===== src/include/tcomp_pkg.sv =====
// tcomp_pkg: constants and types shared by the temperature compensation
// block, its parity checker and its sensitivity multiplier.
// assumes a 100 MHz clock and a 16 row by 10 column calibration array.
package tcomp_pkg;
   // array shape: 15 data rows of 9 bits plus row parity, one parity row
   localparam int ROWS = 16;
   localparam int COLS = 10;
   localparam int DATA_ROWS = 15;
   localparam int RP_BIT = 9;
   localparam logic [3:0] CP_ROW = 4'hf;
   localparam logic [COLS-1:0] COL_ODD = 10'h2aa;
   // where coefficient codes and lock bits sit
   localparam logic [3:0] TL_ROW = 4'h0;
   localparam logic [3:0] TQ_ROW = 4'h1;
   localparam logic [3:0] TR_ROW = 4'h2;
   localparam logic [3:0] LOCK_ROW = 4'he;
   localparam int LOCK_W = 2;
   localparam int TL_W = 9;
   localparam int TQ_W = 8;
   localparam int TR_W = 3;
   // factory codes: unity factor, reference at 0 degrees
   localparam logic [TL_W-1:0] TL_RST = 9'h0a0;
   localparam logic [TQ_W-1:0] TQ_RST = 8'h80;
   localparam logic [TR_W-1:0] TR_RST = 3'h3;
   // code decoding; the factor is fixed point with 2^23 as one
   localparam int TL_BIAS = 160;
   localparam int TQ_BIAS = 128;
   localparam int T0_OFS = 48;
   localparam int T0_SH = 4;
   localparam int FRAC = 23;
   localparam int TL_SH = 7;
   localparam int SAMPLE_W = 16;
   localparam int TEMP_W = 9;
   localparam logic signed [SAMPLE_W-1:0] OUT_MAX = 16'sh7fff;
   localparam logic signed [SAMPLE_W-1:0] OUT_MIN = 16'sh8000;
   // nonvolatile programming timing
   localparam int CLK_MHZ = 100;
   localparam int ERASE_MS = 80;
   localparam int WRITE_MS = 10;
   localparam int PRG_MS = 100;
   localparam int CNT_W = 24;
   localparam int ERASE_CYC_DEF = ERASE_MS * 1000 * CLK_MHZ;
   localparam int WRITE_CYC_DEF = WRITE_MS * 1000 * CLK_MHZ;
   localparam int SETTLE_CYC_DEF =
      (PRG_MS - ERASE_MS - WRITE_MS) * 1000 * CLK_MHZ;

   typedef logic [ROWS-1:0][COLS-1:0] mem_t;
   typedef enum logic [1:0] {OP_READ, OP_WRITE, OP_COMMIT, OP_RELOAD}
      prog_op_t;
   typedef enum logic [2:0] {ST_LOAD, ST_RUN, ST_ERASE, ST_WRITE,
      ST_SETTLE} state_t;
   localparam state_t ST_RESET = ST_LOAD;

   // fill row parity and the column parity row of an image
   function automatic mem_t seal(input mem_t m);
      mem_t s;
      logic [COLS-1:0] col;
      s = m;
      col = COL_ODD;
      for (int r = 0; r < DATA_ROWS; r++) begin
         s[r][RP_BIT] = ~^s[r][RP_BIT-1:0];
         col = col ^ s[r];
      end
      s[CP_ROW] = col;
      return s;
   endfunction

   // factory image as left by pre-calibration
   function automatic mem_t factory();
      mem_t m;
      m = '0;
      m[TL_ROW][TL_W-1:0] = TL_RST;
      m[TQ_ROW][TQ_W-1:0] = TQ_RST;
      m[TR_ROW][TR_W-1:0] = TR_RST;
      return seal(m);
   endfunction
endpackage


===== src/include/comp_if.sv =====
// comp_if: coefficient codes, samples and result passed between the
// memory controller and the sensitivity multiplier.
// assumes both ends run on the same clock.
`timescale 1ns/1ns
interface comp_if;
   import tcomp_pkg::*;
   logic [TL_W-1:0] linear_coef_code;
   logic [TQ_W-1:0] quadratic_coef_code;
   logic [TR_W-1:0] ref_temp_code;
   logic signed [TEMP_W-1:0] temp;
   logic temp_valid;
   logic signed [SAMPLE_W-1:0] field;
   logic field_valid;
   logic fault;
   logic signed [SAMPLE_W-1:0] result;
   logic result_valid;
   modport ctl (output linear_coef_code, quadratic_coef_code,
      ref_temp_code, temp, temp_valid, field, field_valid, fault,
      input result, result_valid);
   modport dsp (input linear_coef_code, quadratic_coef_code,
      ref_temp_code, temp, temp_valid, field, field_valid, fault,
      output result, result_valid);
endinterface


===== src/hw/par_check.sv =====
// par_check: matrix parity check and single bit repair of a whole image.
// assumes a settled image at its input; purely combinational.
`timescale 1ns/1ns
module par_check (
   // image as read from the nonvolatile cells
   input wire tcomp_pkg::mem_t image_i,
   // repaired image and verdict
   output tcomp_pkg::mem_t fixed_o,
   output logic corrected_o,
   output logic uncorr_o
);
   import tcomp_pkg::*;
   logic [COLS-1:0] synd;
   logic [1:0] nbad;
   logic [3:0] badrow;
   logic fixable;

   // row count over the 15 data rows, column syndrome over all 160 cells
   always_comb begin
      synd = COL_ODD;
      nbad = 2'h0;
      badrow = 4'h0;
      for (int r = 0; r < ROWS; r++) begin
         synd = synd ^ image_i[r];
         if (r < DATA_ROWS && !(^image_i[r])) begin
            badrow = 4'(r);
            if (nbad != 2'h2) nbad = nbad + 2'h1;
         end
      end
      // one bad row and one bad column pin the cell down
      fixable = (nbad == 2'h1) && $onehot(synd);
      fixed_o = image_i;
      if (fixable) fixed_o[badrow] = image_i[badrow] ^ synd;
      corrected_o = fixable;
      // a lone column hit is the parity row itself and is harmless
      uncorr_o = !fixable && (nbad != 2'h0 || !$onehot0(synd));
   end
endmodule


===== src/hw/sens_mult.sv =====
// sens_mult: second order temperature sensitivity factor and the product
// of field sample and factor, saturated to the sample width.
// assumes codes stay steady between samples; one cycle of latency.
`timescale 1ns/1ns
module sens_mult (
   // clock and reset
   input wire logic clk_i,
   input wire logic reset_i,
   // codes, samples and result
   comp_if.dsp c
);
   import tcomp_pkg::*;
   typedef struct packed {
      logic signed [TEMP_W-1:0] temp;
      logic signed [SAMPLE_W-1:0] result;
      logic valid;
   } mult_st_t;
   mult_st_t st_ff;
   mult_st_t nxt_st;
   logic signed [10:0] lin;
   logic signed [9:0] quad;
   logic signed [TEMP_W-1:0] t0;
   logic signed [TEMP_W:0] dt;
   logic signed [31:0] factor;
   logic signed [47:0] scaled;

   // integer arithmetic only, so the host can predict every bit
   always_comb begin
      lin = $signed(11'(c.linear_coef_code)) - 11'(TL_BIAS);
      quad = $signed(10'(c.quadratic_coef_code)) - 10'(TQ_BIAS);
      t0 = $signed(TEMP_W'(c.ref_temp_code) << T0_SH)
         - TEMP_W'(T0_OFS);
      dt = (TEMP_W+1)'(st_ff.temp) - (TEMP_W+1)'(t0);
      factor = (32'sd1 <<< FRAC) + ((32'(lin) * 32'(dt)) <<< TL_SH)
         + 32'(quad) * 32'(dt) * 32'(dt);
      scaled = (48'(c.field) * 48'(factor)) >>> FRAC;
      nxt_st = st_ff;
      nxt_st.valid = c.field_valid;
      if (c.temp_valid) nxt_st.temp = c.temp;
      if (c.field_valid) begin
         if (c.fault) nxt_st.result = OUT_MAX;
         else if (scaled > 48'(OUT_MAX)) nxt_st.result = OUT_MAX;
         else if (scaled < 48'(OUT_MIN)) nxt_st.result = OUT_MIN;
         else nxt_st.result = SAMPLE_W'(scaled);
      end
   end

   always_ff @(posedge clk_i) begin
      if (reset_i) st_ff <= '0;
      else st_ff <= nxt_st;
   end

   assign c.result = st_ff.result;
   assign c.result_valid = st_ff.valid;

   a_fault_full: assert property (
      @(posedge clk_i) disable iff (reset_i)
      c.field_valid && c.fault |=> c.result_valid && c.result == OUT_MAX)
      else $error("fault did not force full scale");
   a_ref_unity: assert property (
      @(posedge clk_i) disable iff (reset_i)
      c.field_valid && !c.fault && dt == '0 |=> c.result == $past(c.field))
      else $error("factor not one at reference temperature");
endmodule


===== src/hw/temp_comp.sv =====
// temp_comp: protected calibration memory with RAM working copy,
// redundant lock and timed nonvolatile commit, feeding the temperature
// sensitivity multiplier that scales each field sample.
// assumes the two-wire link decoder sits outside on clk_i and hands over
// whole commands on prog_*; temperature and field come from logic on
// clk_i, so none of them is resynchronised here.
`timescale 1ns/1ns
module temp_comp #(
   // factory image and programming phase lengths in clock cycles
   parameter tcomp_pkg::mem_t NVM_INIT = tcomp_pkg::factory(),
   parameter int unsigned ERASE_CYC = tcomp_pkg::ERASE_CYC_DEF,
   parameter int unsigned WRITE_CYC = tcomp_pkg::WRITE_CYC_DEF,
   parameter int unsigned SETTLE_CYC = tcomp_pkg::SETTLE_CYC_DEF
) (
   // clock, reset and power-on
   input wire logic clk_i,
   input wire logic reset_i,
   input wire logic por_i,
   // programming commands from the link decoder
   input wire logic prog_valid_i,
   input var tcomp_pkg::prog_op_t prog_op_i,
   input wire logic [3:0] prog_row_i,
   input wire logic [tcomp_pkg::COLS-1:0] prog_wdata_i,
   output logic prog_ack_o,
   output logic [tcomp_pkg::COLS-1:0] prog_rdata_o,
   output logic prog_busy_o,
   // samples in, compensated output
   input wire logic signed [tcomp_pkg::TEMP_W-1:0] temp_i,
   input wire logic temp_valid_i,
   input wire logic signed [tcomp_pkg::SAMPLE_W-1:0] field_i,
   input wire logic field_valid_i,
   output logic signed [tcomp_pkg::SAMPLE_W-1:0] out_o,
   output logic out_valid_o,
   // status
   output logic locked_o,
   output logic fault_o,
   output logic corrected_o,
   output logic ready_o
);
   import tcomp_pkg::*;

   typedef struct packed {
      state_t state;
      logic [CNT_W-1:0] cnt;
      mem_t ram;
      mem_t nvm;
      logic fault;
      logic corrected;
      logic [COLS-1:0] rdata;
      logic ack;
   } ctl_st_t;

   localparam ctl_st_t CTL_RST = '{state: ST_RESET, cnt: '0, ram: '0,
      nvm: '0, fault: 1'b0, corrected: 1'b0, rdata: '0, ack: 1'b0};
   localparam logic [CNT_W-1:0] ERASE_END = CNT_W'(ERASE_CYC - 1);
   localparam logic [CNT_W-1:0] WRITE_END = CNT_W'(WRITE_CYC - 1);
   localparam logic [CNT_W-1:0] SETTLE_END = CNT_W'(SETTLE_CYC - 1);

   ctl_st_t st_ff;
   ctl_st_t nxt_st;
   mem_t fixed;
   logic fix_ok;
   logic uncorr;
   logic locked;
   logic take;
   logic [COLS-1:0] rd_word;
   logic [COLS-1:0] col_sum;
   logic rows_odd;

   comp_if cif ();

   // checker sees the cells directly, so a single bad cell in a data row is repaired on every load
   par_check u_par (
      .image_i(st_ff.nvm),
      .fixed_o(fixed),
      .corrected_o(fix_ok),
      .uncorr_o(uncorr)
   );

   sens_mult u_mult (
      .clk_i(clk_i),
      .reset_i(reset_i),
      .c(cif.dsp)
   );

   // either redundant bit alone freezes the part, so one weak cell
   // cannot reopen programming
   assign locked = |st_ff.nvm[LOCK_ROW][LOCK_W-1:0];

   // commands are only taken while running and unlocked
   assign take = prog_valid_i && st_ff.state == ST_RUN
      && !locked;
   assign rd_word = st_ff.ram[prog_row_i];

   // next state of the memory controller
   always_comb begin
      nxt_st = st_ff;
      nxt_st.ack = 1'b0;
      nxt_st.cnt = st_ff.cnt + CNT_W'(1);
      case (st_ff.state)
         ST_LOAD: begin
            // repair happens on the way into the working copy
            nxt_st.ram = fixed;
            nxt_st.fault = uncorr;
            nxt_st.corrected = fix_ok;
            nxt_st.state = ST_RUN;
         end
         ST_RUN: begin
            nxt_st.cnt = '0;
            if (take) begin
               nxt_st.ack = 1'b1;
               case (prog_op_i)
                  OP_READ: begin
                     nxt_st.rdata = rd_word;
                  end
                  OP_WRITE: begin
                     // trial setups live only in RAM until commit
                     nxt_st.ram[prog_row_i] = prog_wdata_i;
                  end
                  OP_COMMIT: begin
                     nxt_st.state = ST_ERASE;
                  end
                  OP_RELOAD: begin
                     nxt_st.state = ST_LOAD;
                  end
                  default: begin
                     nxt_st.ack = 1'b0;
                  end
               endcase
            end
         end
         ST_ERASE: begin
            // erase pulse clears every cell at its end
            if (st_ff.cnt == ERASE_END) begin
               nxt_st.nvm = '0;
               nxt_st.cnt = '0;
               nxt_st.state = ST_WRITE;
            end
         end
         ST_WRITE: begin
            // whole image lands in one write pulse: one cycle of wear
            if (st_ff.cnt == WRITE_END) begin
               nxt_st.nvm = st_ff.ram;
               nxt_st.cnt = '0;
               nxt_st.state = ST_SETTLE;
            end
         end
         ST_SETTLE: begin
            // pads the sequence to the minimum programming time
            if (st_ff.cnt == SETTLE_END) begin
               nxt_st.cnt = '0;
               nxt_st.state = ST_LOAD;
            end
         end
         default: begin
            nxt_st.state = ST_RESET;
         end
      endcase
   end

   // reset keeps the cells; only power-on restores the factory image
   always_ff @(posedge clk_i) begin
      if (reset_i || por_i) begin
         st_ff <= CTL_RST;
         st_ff.nvm <= por_i ? NVM_INIT : st_ff.nvm;
      end else begin
         st_ff <= nxt_st;
      end
   end

   // coefficient codes come from the working copy only
   assign cif.linear_coef_code = st_ff.ram[TL_ROW][TL_W-1:0];
   assign cif.quadratic_coef_code = st_ff.ram[TQ_ROW][TQ_W-1:0];
   assign cif.ref_temp_code = st_ff.ram[TR_ROW][TR_W-1:0];
   assign cif.fault = st_ff.fault;

   // samples pass straight to the multiplier
   assign cif.temp = temp_i;
   assign cif.temp_valid = temp_valid_i;
   assign cif.field = field_i;
   assign cif.field_valid = field_valid_i;

   // outputs
   assign out_o = cif.result;
   assign out_valid_o = cif.result_valid;
   assign prog_ack_o = st_ff.ack;
   assign prog_rdata_o = st_ff.rdata;
   assign prog_busy_o = st_ff.state != ST_RUN;
   assign ready_o = st_ff.state == ST_RUN;
   assign locked_o = locked;
   assign fault_o = st_ff.fault;
   assign corrected_o = st_ff.corrected;

   // parity sums of the working copy, for checking only
   always_comb begin
      col_sum = COL_ODD;
      rows_odd = 1'b1;
      for (int r = 0; r < ROWS; r++) begin
         col_sum = col_sum ^ st_ff.ram[r];
         if (r < DATA_ROWS && !(^st_ff.ram[r])) rows_odd = 1'b0;
      end
   end

   a_load_to_run: assert property (
      @(posedge clk_i) disable iff (reset_i || por_i)
      st_ff.state == ST_LOAD |=> st_ff.state == ST_RUN
         && st_ff.ram == $past(fixed))
      else $error("load did not hand repaired image to run");

   a_row_odd: assert property (
      @(posedge clk_i) disable iff (reset_i || por_i)
      st_ff.state == ST_LOAD && !uncorr |=> rows_odd)
      else $error("loaded row has even parity");

   a_col_parity: assert property (
      @(posedge clk_i) disable iff (reset_i || por_i)
      st_ff.state == ST_LOAD && !uncorr |=> col_sum == '0)
      else $error("loaded columns break column parity");

   a_fault_flag: assert property (
      @(posedge clk_i) disable iff (reset_i || por_i)
      st_ff.state == ST_LOAD |=> fault_o == $past(uncorr))
      else $error("fault flag does not follow the load verdict");

   a_lock_freeze: assert property (
      @(posedge clk_i) disable iff (reset_i || por_i)
      locked && st_ff.state == ST_RUN |=> st_ff.state == ST_RUN
         && $stable(st_ff.ram) && $stable(st_ff.nvm))
      else $error("locked memory changed");

   a_lock_no_ack: assert property (
      @(posedge clk_i) disable iff (reset_i || por_i)
      locked && prog_valid_i |=> !prog_ack_o)
      else $error("locked part answered a command");

   a_write_lands: assert property (
      @(posedge clk_i) disable iff (reset_i || por_i)
      take && prog_op_i == OP_WRITE |=> prog_ack_o
         && st_ff.ram[$past(prog_row_i)] == $past(prog_wdata_i))
      else $error("RAM write lost");

   a_read_back: assert property (
      @(posedge clk_i) disable iff (reset_i || por_i)
      take && prog_op_i == OP_READ |=> prog_ack_o
         && prog_rdata_o == $past(rd_word))
      else $error("read returned wrong row");

   a_erase_end: assert property (
      @(posedge clk_i) disable iff (reset_i || por_i)
      st_ff.state == ST_ERASE && st_ff.cnt == ERASE_END
         |=> st_ff.state == ST_WRITE && st_ff.nvm == '0)
      else $error("erase pulse did not clear cells on time");

   a_write_end: assert property (
      @(posedge clk_i) disable iff (reset_i || por_i)
      st_ff.state == ST_WRITE && st_ff.cnt == WRITE_END
         |=> st_ff.state == ST_SETTLE && st_ff.nvm == $past(st_ff.ram))
      else $error("write pulse did not store the RAM image");

   a_cnt_bound: assert property (
      @(posedge clk_i) disable iff (reset_i || por_i)
      st_ff.state == ST_ERASE |-> st_ff.cnt <= ERASE_END)
      else $error("erase counter overran its pulse");

   a_settle_end: assert property (
      @(posedge clk_i) disable iff (reset_i || por_i)
      st_ff.state == ST_SETTLE && st_ff.cnt == SETTLE_END
         |=> st_ff.state == ST_LOAD)
      else $error("settle phase did not end in a load");

   a_busy_no_ack: assert property (
      @(posedge clk_i) disable iff (reset_i || por_i)
      prog_valid_i && st_ff.state != ST_RUN |=> !prog_ack_o)
      else $error("busy part answered a command");

   a_reload_load: assert property (
      @(posedge clk_i) disable iff (reset_i || por_i)
      take && prog_op_i == OP_RELOAD |=> prog_ack_o
         && st_ff.state == ST_LOAD)
      else $error("reload did not restart the load");
endmodule


===== config.mk =====
export PLATFORM = sky130hd
export DESIGN_NAME = temp_comp
export DESIGN_NICKNAME = d
export VERILOG_FILES = /design/src/include/tcomp_pkg.sv /design/src/include/comp_if.sv /design/src/hw/par_check.sv /design/src/hw/sens_mult.sv /design/src/hw/temp_comp.sv
export SDC_FILE = /design/constraint.sdc
export NUM_CORES = 2
export LEC_CHECK = 0
export BUFFER_PORTS_ARGS = -buffer_cell sky130_fd_sc_hd__buf_2
export CORE_ASPECT_RATIO = 1.1
export CORE_MARGIN = 2
export CORE_UTILIZATION = 30
export CTS_CLUSTER_DIAMETER = 100
export CTS_CLUSTER_SIZE = 20
export DETAILED_ROUTE_END_ITERATION = 10
export PLACE_DENSITY_LB_ADDON = 0.12
export SLEW_MARGIN = 20
export SYNTH_ARGS = -nofsm -noshare
export SYNTH_HDL_FRONTEND = slang
export SYNTH_SLANG_ARGS = --single-unit

===== constraint.sdc =====
create_clock -name clk_i -period 23.1 [get_ports clk_i]
set_clock_uncertainty 0.1 [all_clocks]
set_input_delay 0 -clock clk_i [delete_from_list [all_inputs] [get_ports clk_i]]
set_output_delay 0 -clock clk_i [all_outputs]
set_load 0.02 [all_outputs]

* After elaboration in Yosys (flattened, before gate mapping) *
Index checks and enable logic that the tools add are counted.
W data, S select, Z words.

storage, ports and cells
  input port bits = 47
  register bits after elaboration = 386
  memories kept = 0
  memory bits (writable) = 0
  latch bits = 0
  bits in read-only memories = 0
  output and inout bits = 33
  word-level logic and storage cells = 248

operators by class
  add/subtract/negate cells = 30
  muxes and demuxes = 76
  eq/ne operators = 35
  $lt $le $gt $ge = 7
  reduce and logical (&&, ||, !) cells = 37
  divide/modulo/power cells = 0
  shift operators = 0
  bitwise operators = 18
  $mul = 4

operator list
  operator                  number
  $mux W160                 6
  $pmux W160 S2             2
  $bwmux W160               2
  $mux W173                 1
  $xor A10 B10 Y10          16
  $reduce_xor A10 Y1        15
  $pmux W24 S4              1
  $mux W27                  3
  $bmux W10 S4              2
  $demux W10 S4             2
  $mux W2                   29
  $mux W4                   13
  $mux W10                  5
  $mul A16 B32 Y48          1
  $mux W16                  3
  $ne A2 B2 Y1 const B      18
  $add A25 B32 Y32 const A  1
  $add A32 B32 Y32          1
  $mul A19 B10 Y29          1
  $add A2 B1 Y2 const B     14
  $gt A25 B16 Y1 const B    1
  $lt A25 B16 Y1 const B    1
  $add A24 B1 Y24 const B   1
  $eq A24 B20 Y1 const B    1
  39 further kinds          67

* Longest topological paths before layout *
  word-level depth = 50
  mapped depth = 82
  depth with buffers taken out = 78

* Cells and area by module *
A second synthesis with hierarchy kept.

unflattened totals
  cells, all modules = 6058
  area, all modules = 56341.5 sq um

modules (own cells, without submodules)
  module     area an instance (sq um)  cells each  times used  seq. area each (sq um)
  sens_mult  32323.5                   3617        1           520.5
  temp_comp  15945.3                   1475        1           8808.4
  par_check  8072.7                    966         1           0.0

* Least setup slack after synthesis *
OpenSTA, ideal clock, no wires.

  kind = reg-to-reg
  start = reg st_ff (netlist bit cif.ref_temp_code[0])
  end = reg u_mult.st_ff (netlist bit u_mult.c.result[10])
  slack = 3666 ps
  data required time = 22863 ps
  clock period less this slack = 19434 ps
  setup time = 137 ps
  arrival = 19197 ps
  path buffers = 3
  stages on the path, launching flop included = 81
  path through = dfxtp_1 inv_1 ha_1 fa_1 nor2b_1 o21ai_0 nand2b_1 xor2_1 clkbuf_1 nand2_1 fa_1 fa_1 inv_1 fa_1 fa_1 inv_1 fa_1 inv_1 [45 not listed] inv_1 fa_1 inv_1 ha_1 nand2_1 nor2_1 a221oi_1 o21a_1 and3_1 o211ai_1 a31oi_1 a21oi_1 a21o_1 a211oi_1 o211ai_1 o22ai_1 clkbuf_1 a211oi_1

between the ends
  cells in the longest elaborated chain, start to end = 10
  elaborated cells on any way between the ends = 13
  those cells by class = add/sub (4); mul (4); order compare (2); mux (3)

ends and longest elaborated chain
  element                                               RTL line                          text
  start: declaration                                    temp_comp.sv:59                   ctl_st_t st_ff;
  start signal: assignment                              temp_comp.sv:167                  st_ff <= nxt_st;
  $sub A7 B6 Y8 *                                       sens_mult.sv:32                   - TEMP_W'(T0_OFS);
  $sub A9 B8 Y10 *                                      sens_mult.sv:33                   dt = (TEMP_W+1)'(st_ff.temp) - (TEMP_W+1)'(t0);
  $mul A9 B10 Y19 or $mul A10 B10 Y20 (tied branches)   sens_mult.sv:35, sens_mult.sv:34
  $mul A19 B10 Y29 or $add A25 B32 Y32 (tied branches)  sens_mult.sv:35, sens_mult.sv:34
  $add A32 B32 Y32 *                                    sens_mult.sv:35                   + 32'(quad) * 32'(dt) * 32'(dt);
  $mul A16 B32 Y48 *                                    sens_mult.sv:36                   scaled = (48'(c.field) * 48'(factor)) >>> FRAC;
  $lt A25 B16 Y1                                        sens_mult.sv:43                   else if (scaled < 48'(OUT_MIN)) nxt_st.result = OUT_MIN;
  $mux W16                                              sens_mult.sv:43
  $mux W16 *                                            sens_mult.sv:42                   else if (scaled > 48'(OUT_MAX)) nxt_st.result = OUT_MAX;
  $mux W16 *                                            sens_mult.sv:41                   if (c.fault) nxt_st.result = OUT_MAX;
  end signal: assignment                                sens_mult.sv:50                   else st_ff <= nxt_st;
  end: declaration                                      sens_mult.sv:18                   mult_st_t st_ff;

Every way passes the cells marked *; elsewhere a longest branch is shown, timed or not.
A chain may end at the register's enable or synchronous reset.

* Worst setup path after layout *
  start = reg st_ff (netlist bit cif.ref_temp_code[0])
  end = reg u_mult.st_ff (netlist bit u_mult.c.result[7])

Same word-level chain as after synthesis.

==> impl_metrics.csv <==
group,metric,value,unit
placement,post-dp-hpwl,144.2,mm
timing,min_period,21.25,ns
setup_path,cp_slowest_stage_delay,0.66,ns
cells_and_area,drive_gt1_frac,0.06391,
yosys,async_flop_share,0,
yosys,synth_nets,7343,
die,num_io_pins,80,
setup_path,critPathKind,"reg2reg",
grt,grt.met1_usage,0.2689,
yosys,synth.most_common_cell,"inv_1",
yosys,synthTopCellsByArea,"fa_1, edfxtp_1, dfxtp_1",
route,routedWlPerCell,22.80,um
timing,finalSetupViolCount,0,
yosys,dominantRegCellSynth,"dfxtp_1",
yosys,syn_area,0.05594,mm2
grt,met3_usage,0.01389,
placement,portBuffers,79,
die,fp.dieH,456.9,um
setup_path,critPathCaptureType,"register",
timing,finalHoldViolCount,2,
setup_path,crit_fanout,16,
clock_network,clkLatencyLatePin,0.65,ns
route,drtAntennaViolNets,0,
clock_network,clock_sinks,386,
grt,grt_most_used_layer,"met2",
setup_path,cp_data_required_time,23.51,ns
yosys,yosys_warnings,0,
grt,grt_pass1_wl,293.9,mm
route,wl,193.6,mm
grt,grt-ovfl-total,0,
die,die_x,415.7,um
clock_network,cts.clk_slew.worst_paths,0.10,ns
die,die_area,0.1899,mm2
yosys,syn_area_per_cell,9.118,um2
clock_network,numCtsBuffers,25,
grt,grt_pass1_vias,44901,
timing,slew_headroom,0.2089,
setup_path,start_kind,"register",
grt,antenna_found_initial,9,
setup_path,critPathArrivalTime,21.65,ns
yosys,synthCells,6135,
clock_network,cts_max_level,1,
clock_network,cts_tree,"yes",
hold_path,min_path_type,"in2reg",
yosys,ys_ff_latch,386,
clock_network,clk_path_buf_depth,3,
timing,slew_violations,0,
route,initialDrtViolationCount,2859,
timing,whs,-0.01044,ns
yosys,ys_top_cells_by_count,"inv_1, fa_1, nand2_1",
timing,max_slew.worst_pin.slew,1.187,ns
yosys,yosys.area.top_type,"fa_1",
timing,rsz0062_at_grt,"no",
timing,finalCritPeriodShare,0.9197,
setup_path,crit_top_cell,"fa_1",
die,coreArea,0.1857,mm2
clock_network,cts-root-buf,"clkbuf_16",
route,via_per_inst,5.053,
run_status,violations,"hold timing",
cells_and_area,area_delta_synth_final,7.537,%
grt,grt_start_max_net_pins,221,
yosys,ys_seq_area_frac,0.1668,
timing,setup_tns,0,ns
die,start_util,0.3013,
yosys,synthDistinctLibCells,99,
route,drc,0,
grt,grt_usage,0.2028,
yosys,synth-edff-count,160,
run,drv_cap,0,
yosys,synth.top_cell.area_share,0.2906,
run_status,outcome,"complete, but fails checks",
route,vias,42913,
setup_path,slowest_stage,"xnor2_1",
grt,use_met2,0.3558,
clock_network,cts_resized,0,
route,drtPass1Iterations,6,
cells_and_area,finalNetCount,7244,
die,rows,166,
timing,clock.fmax,47.07,MHz
placement,gp_congestion,0.9030,
clock_network,cts_setup_buffers,0,
[layout make-up]
type	count	area [um2]
fill	19597	125500
multi-input combinational	4435	41700
sequential	386	9333
inverter	951	3570
tap	2436	3048
timing repair buffer	237	1707
clock buffer	38	694.4
clock inverter	8	108.9
antenna	1	2.502
[critical path: cells and delay by family, from the launching register on]
family / cells / cell delay [ns]
AOI/OAI and AO/OA: 27 / 6.51
DFF: 1 / 0.36
and+or+nand+nor: 12 / 1.92
adders and majority gates: 23 / 10.05
xor gates and xnor gates: 4 / 1.38
buffers and inverters: 12 / 0.76
[metrics by stage]
step,hold slack [ns],cells,util,setup WS [ns],cell area [um2]
2_1_floorplan,0.04717,6135,-,3.666,55940
3_3_place_gp,0.1413,8401,0.3171,1.799,58890
3_5_place_dp,0.1466,8401,0.3172,1.792,58900
4_1_cts,0.01357,8491,0.3239,1.711,60140
5_1_grt,0.03970,8491,0.3240,0.2700,60160
6_report,-0.01044,8492,0.3240,1.854,60160
[cell families (layout without fill, tap and decap cells)]
kind of cell    after synthesis  after routing  share of synthesized area
mux                         151            151                    0.03878
fa+ha+maj                  1161           1161                     0.3686
xor+xnor                    452            452                    0.07730
compound gates              803            803                    0.09492
buf+inv                    1314           1234                    0.09161
simple gates               1868           1868                     0.1620
other cells                   0              1                          0
flops                       386            386                     0.1668
[registers in the layout, indices dropped and copies added, names as in the netlist]
signal	count
u_mult.c.result_valid	1
prog_ack_o	1
cif.linear_coef_code	9
prog_rdata_o	10
u_mult.c.result	16
st_ff	327
fault_o	1
cif.quadratic_coef_code	8
corrected_o	1
cif.ref_temp_code	3
u_mult.st_ff	9
[metal layers]
layer / wire length (um) / part of all wire / vias to the layer above
met5: 31 / 0.00016 / -
met4: 5685 / 0.029 / 6
met3: 6867 / 0.035 / 213
met2: 96540 / 0.50 / 889
met1: 84480 / 0.44 / 22261
li1: - / - / 19544
[path summary, 6_finish.rpt]
| path | startpoint | end | slack, ns | cells past startpoint |
|---|---|---|---|---|
| setup / recovery | cif.ref_temp_code[0]$_SDFFE_PP0P_ | u_mult.c.result[7]$_SDFFE_PP0P_ | 1.85 | 78 |
| setup reg to reg | cif.ref_temp_code[0]$_SDFFE_PP0P_ | u_mult.c.result[7]$_SDFFE_PP0P_ | 1.85 | 78 |
| hold reg to reg | st_ff[333]$_SDFF_PP0_ | st_ff[333]$_SDFF_PP0_ | 0.37 | 1 |
| hold / removal | por_i | st_ff[72]$_SDFFCE_PP1P_ | -0.01 | 4 |
[cells in the final DEF, fill, tap and decap left out, drive strengths merged, types with 31 or more instances in the layout]
cell type	synthesis	layout
a211oi	38	38
a21o	32	32
a21oi	191	191
a31oi	89	89
and2	264	264
and3	168	168
buf	69	193
clkbuf	294	38
dfxtp	226	226
dlygate4sd3	0	44
edfxtp	160	160
fa	812	812
ha	349	349
inv	951	955
mux2i	88	88
mux4	50	50
nand2	699	699
nand2b	104	104
nand3	64	64
nor2	336	336
nor2b	72	72
nor3	49	49
o211ai	75	75
o21ai	152	152
o22ai	31	31
xnor2	345	345
xor2	93	93
[what timing repair did]
action,CTS,global route
setup endpoints to repair,0,0
hold buffers,44,0
hold endpoints to repair,98,0
Power is not shown: default switching activity piles up to over one toggle a cycle in this logic, so the estimate is an artifact.
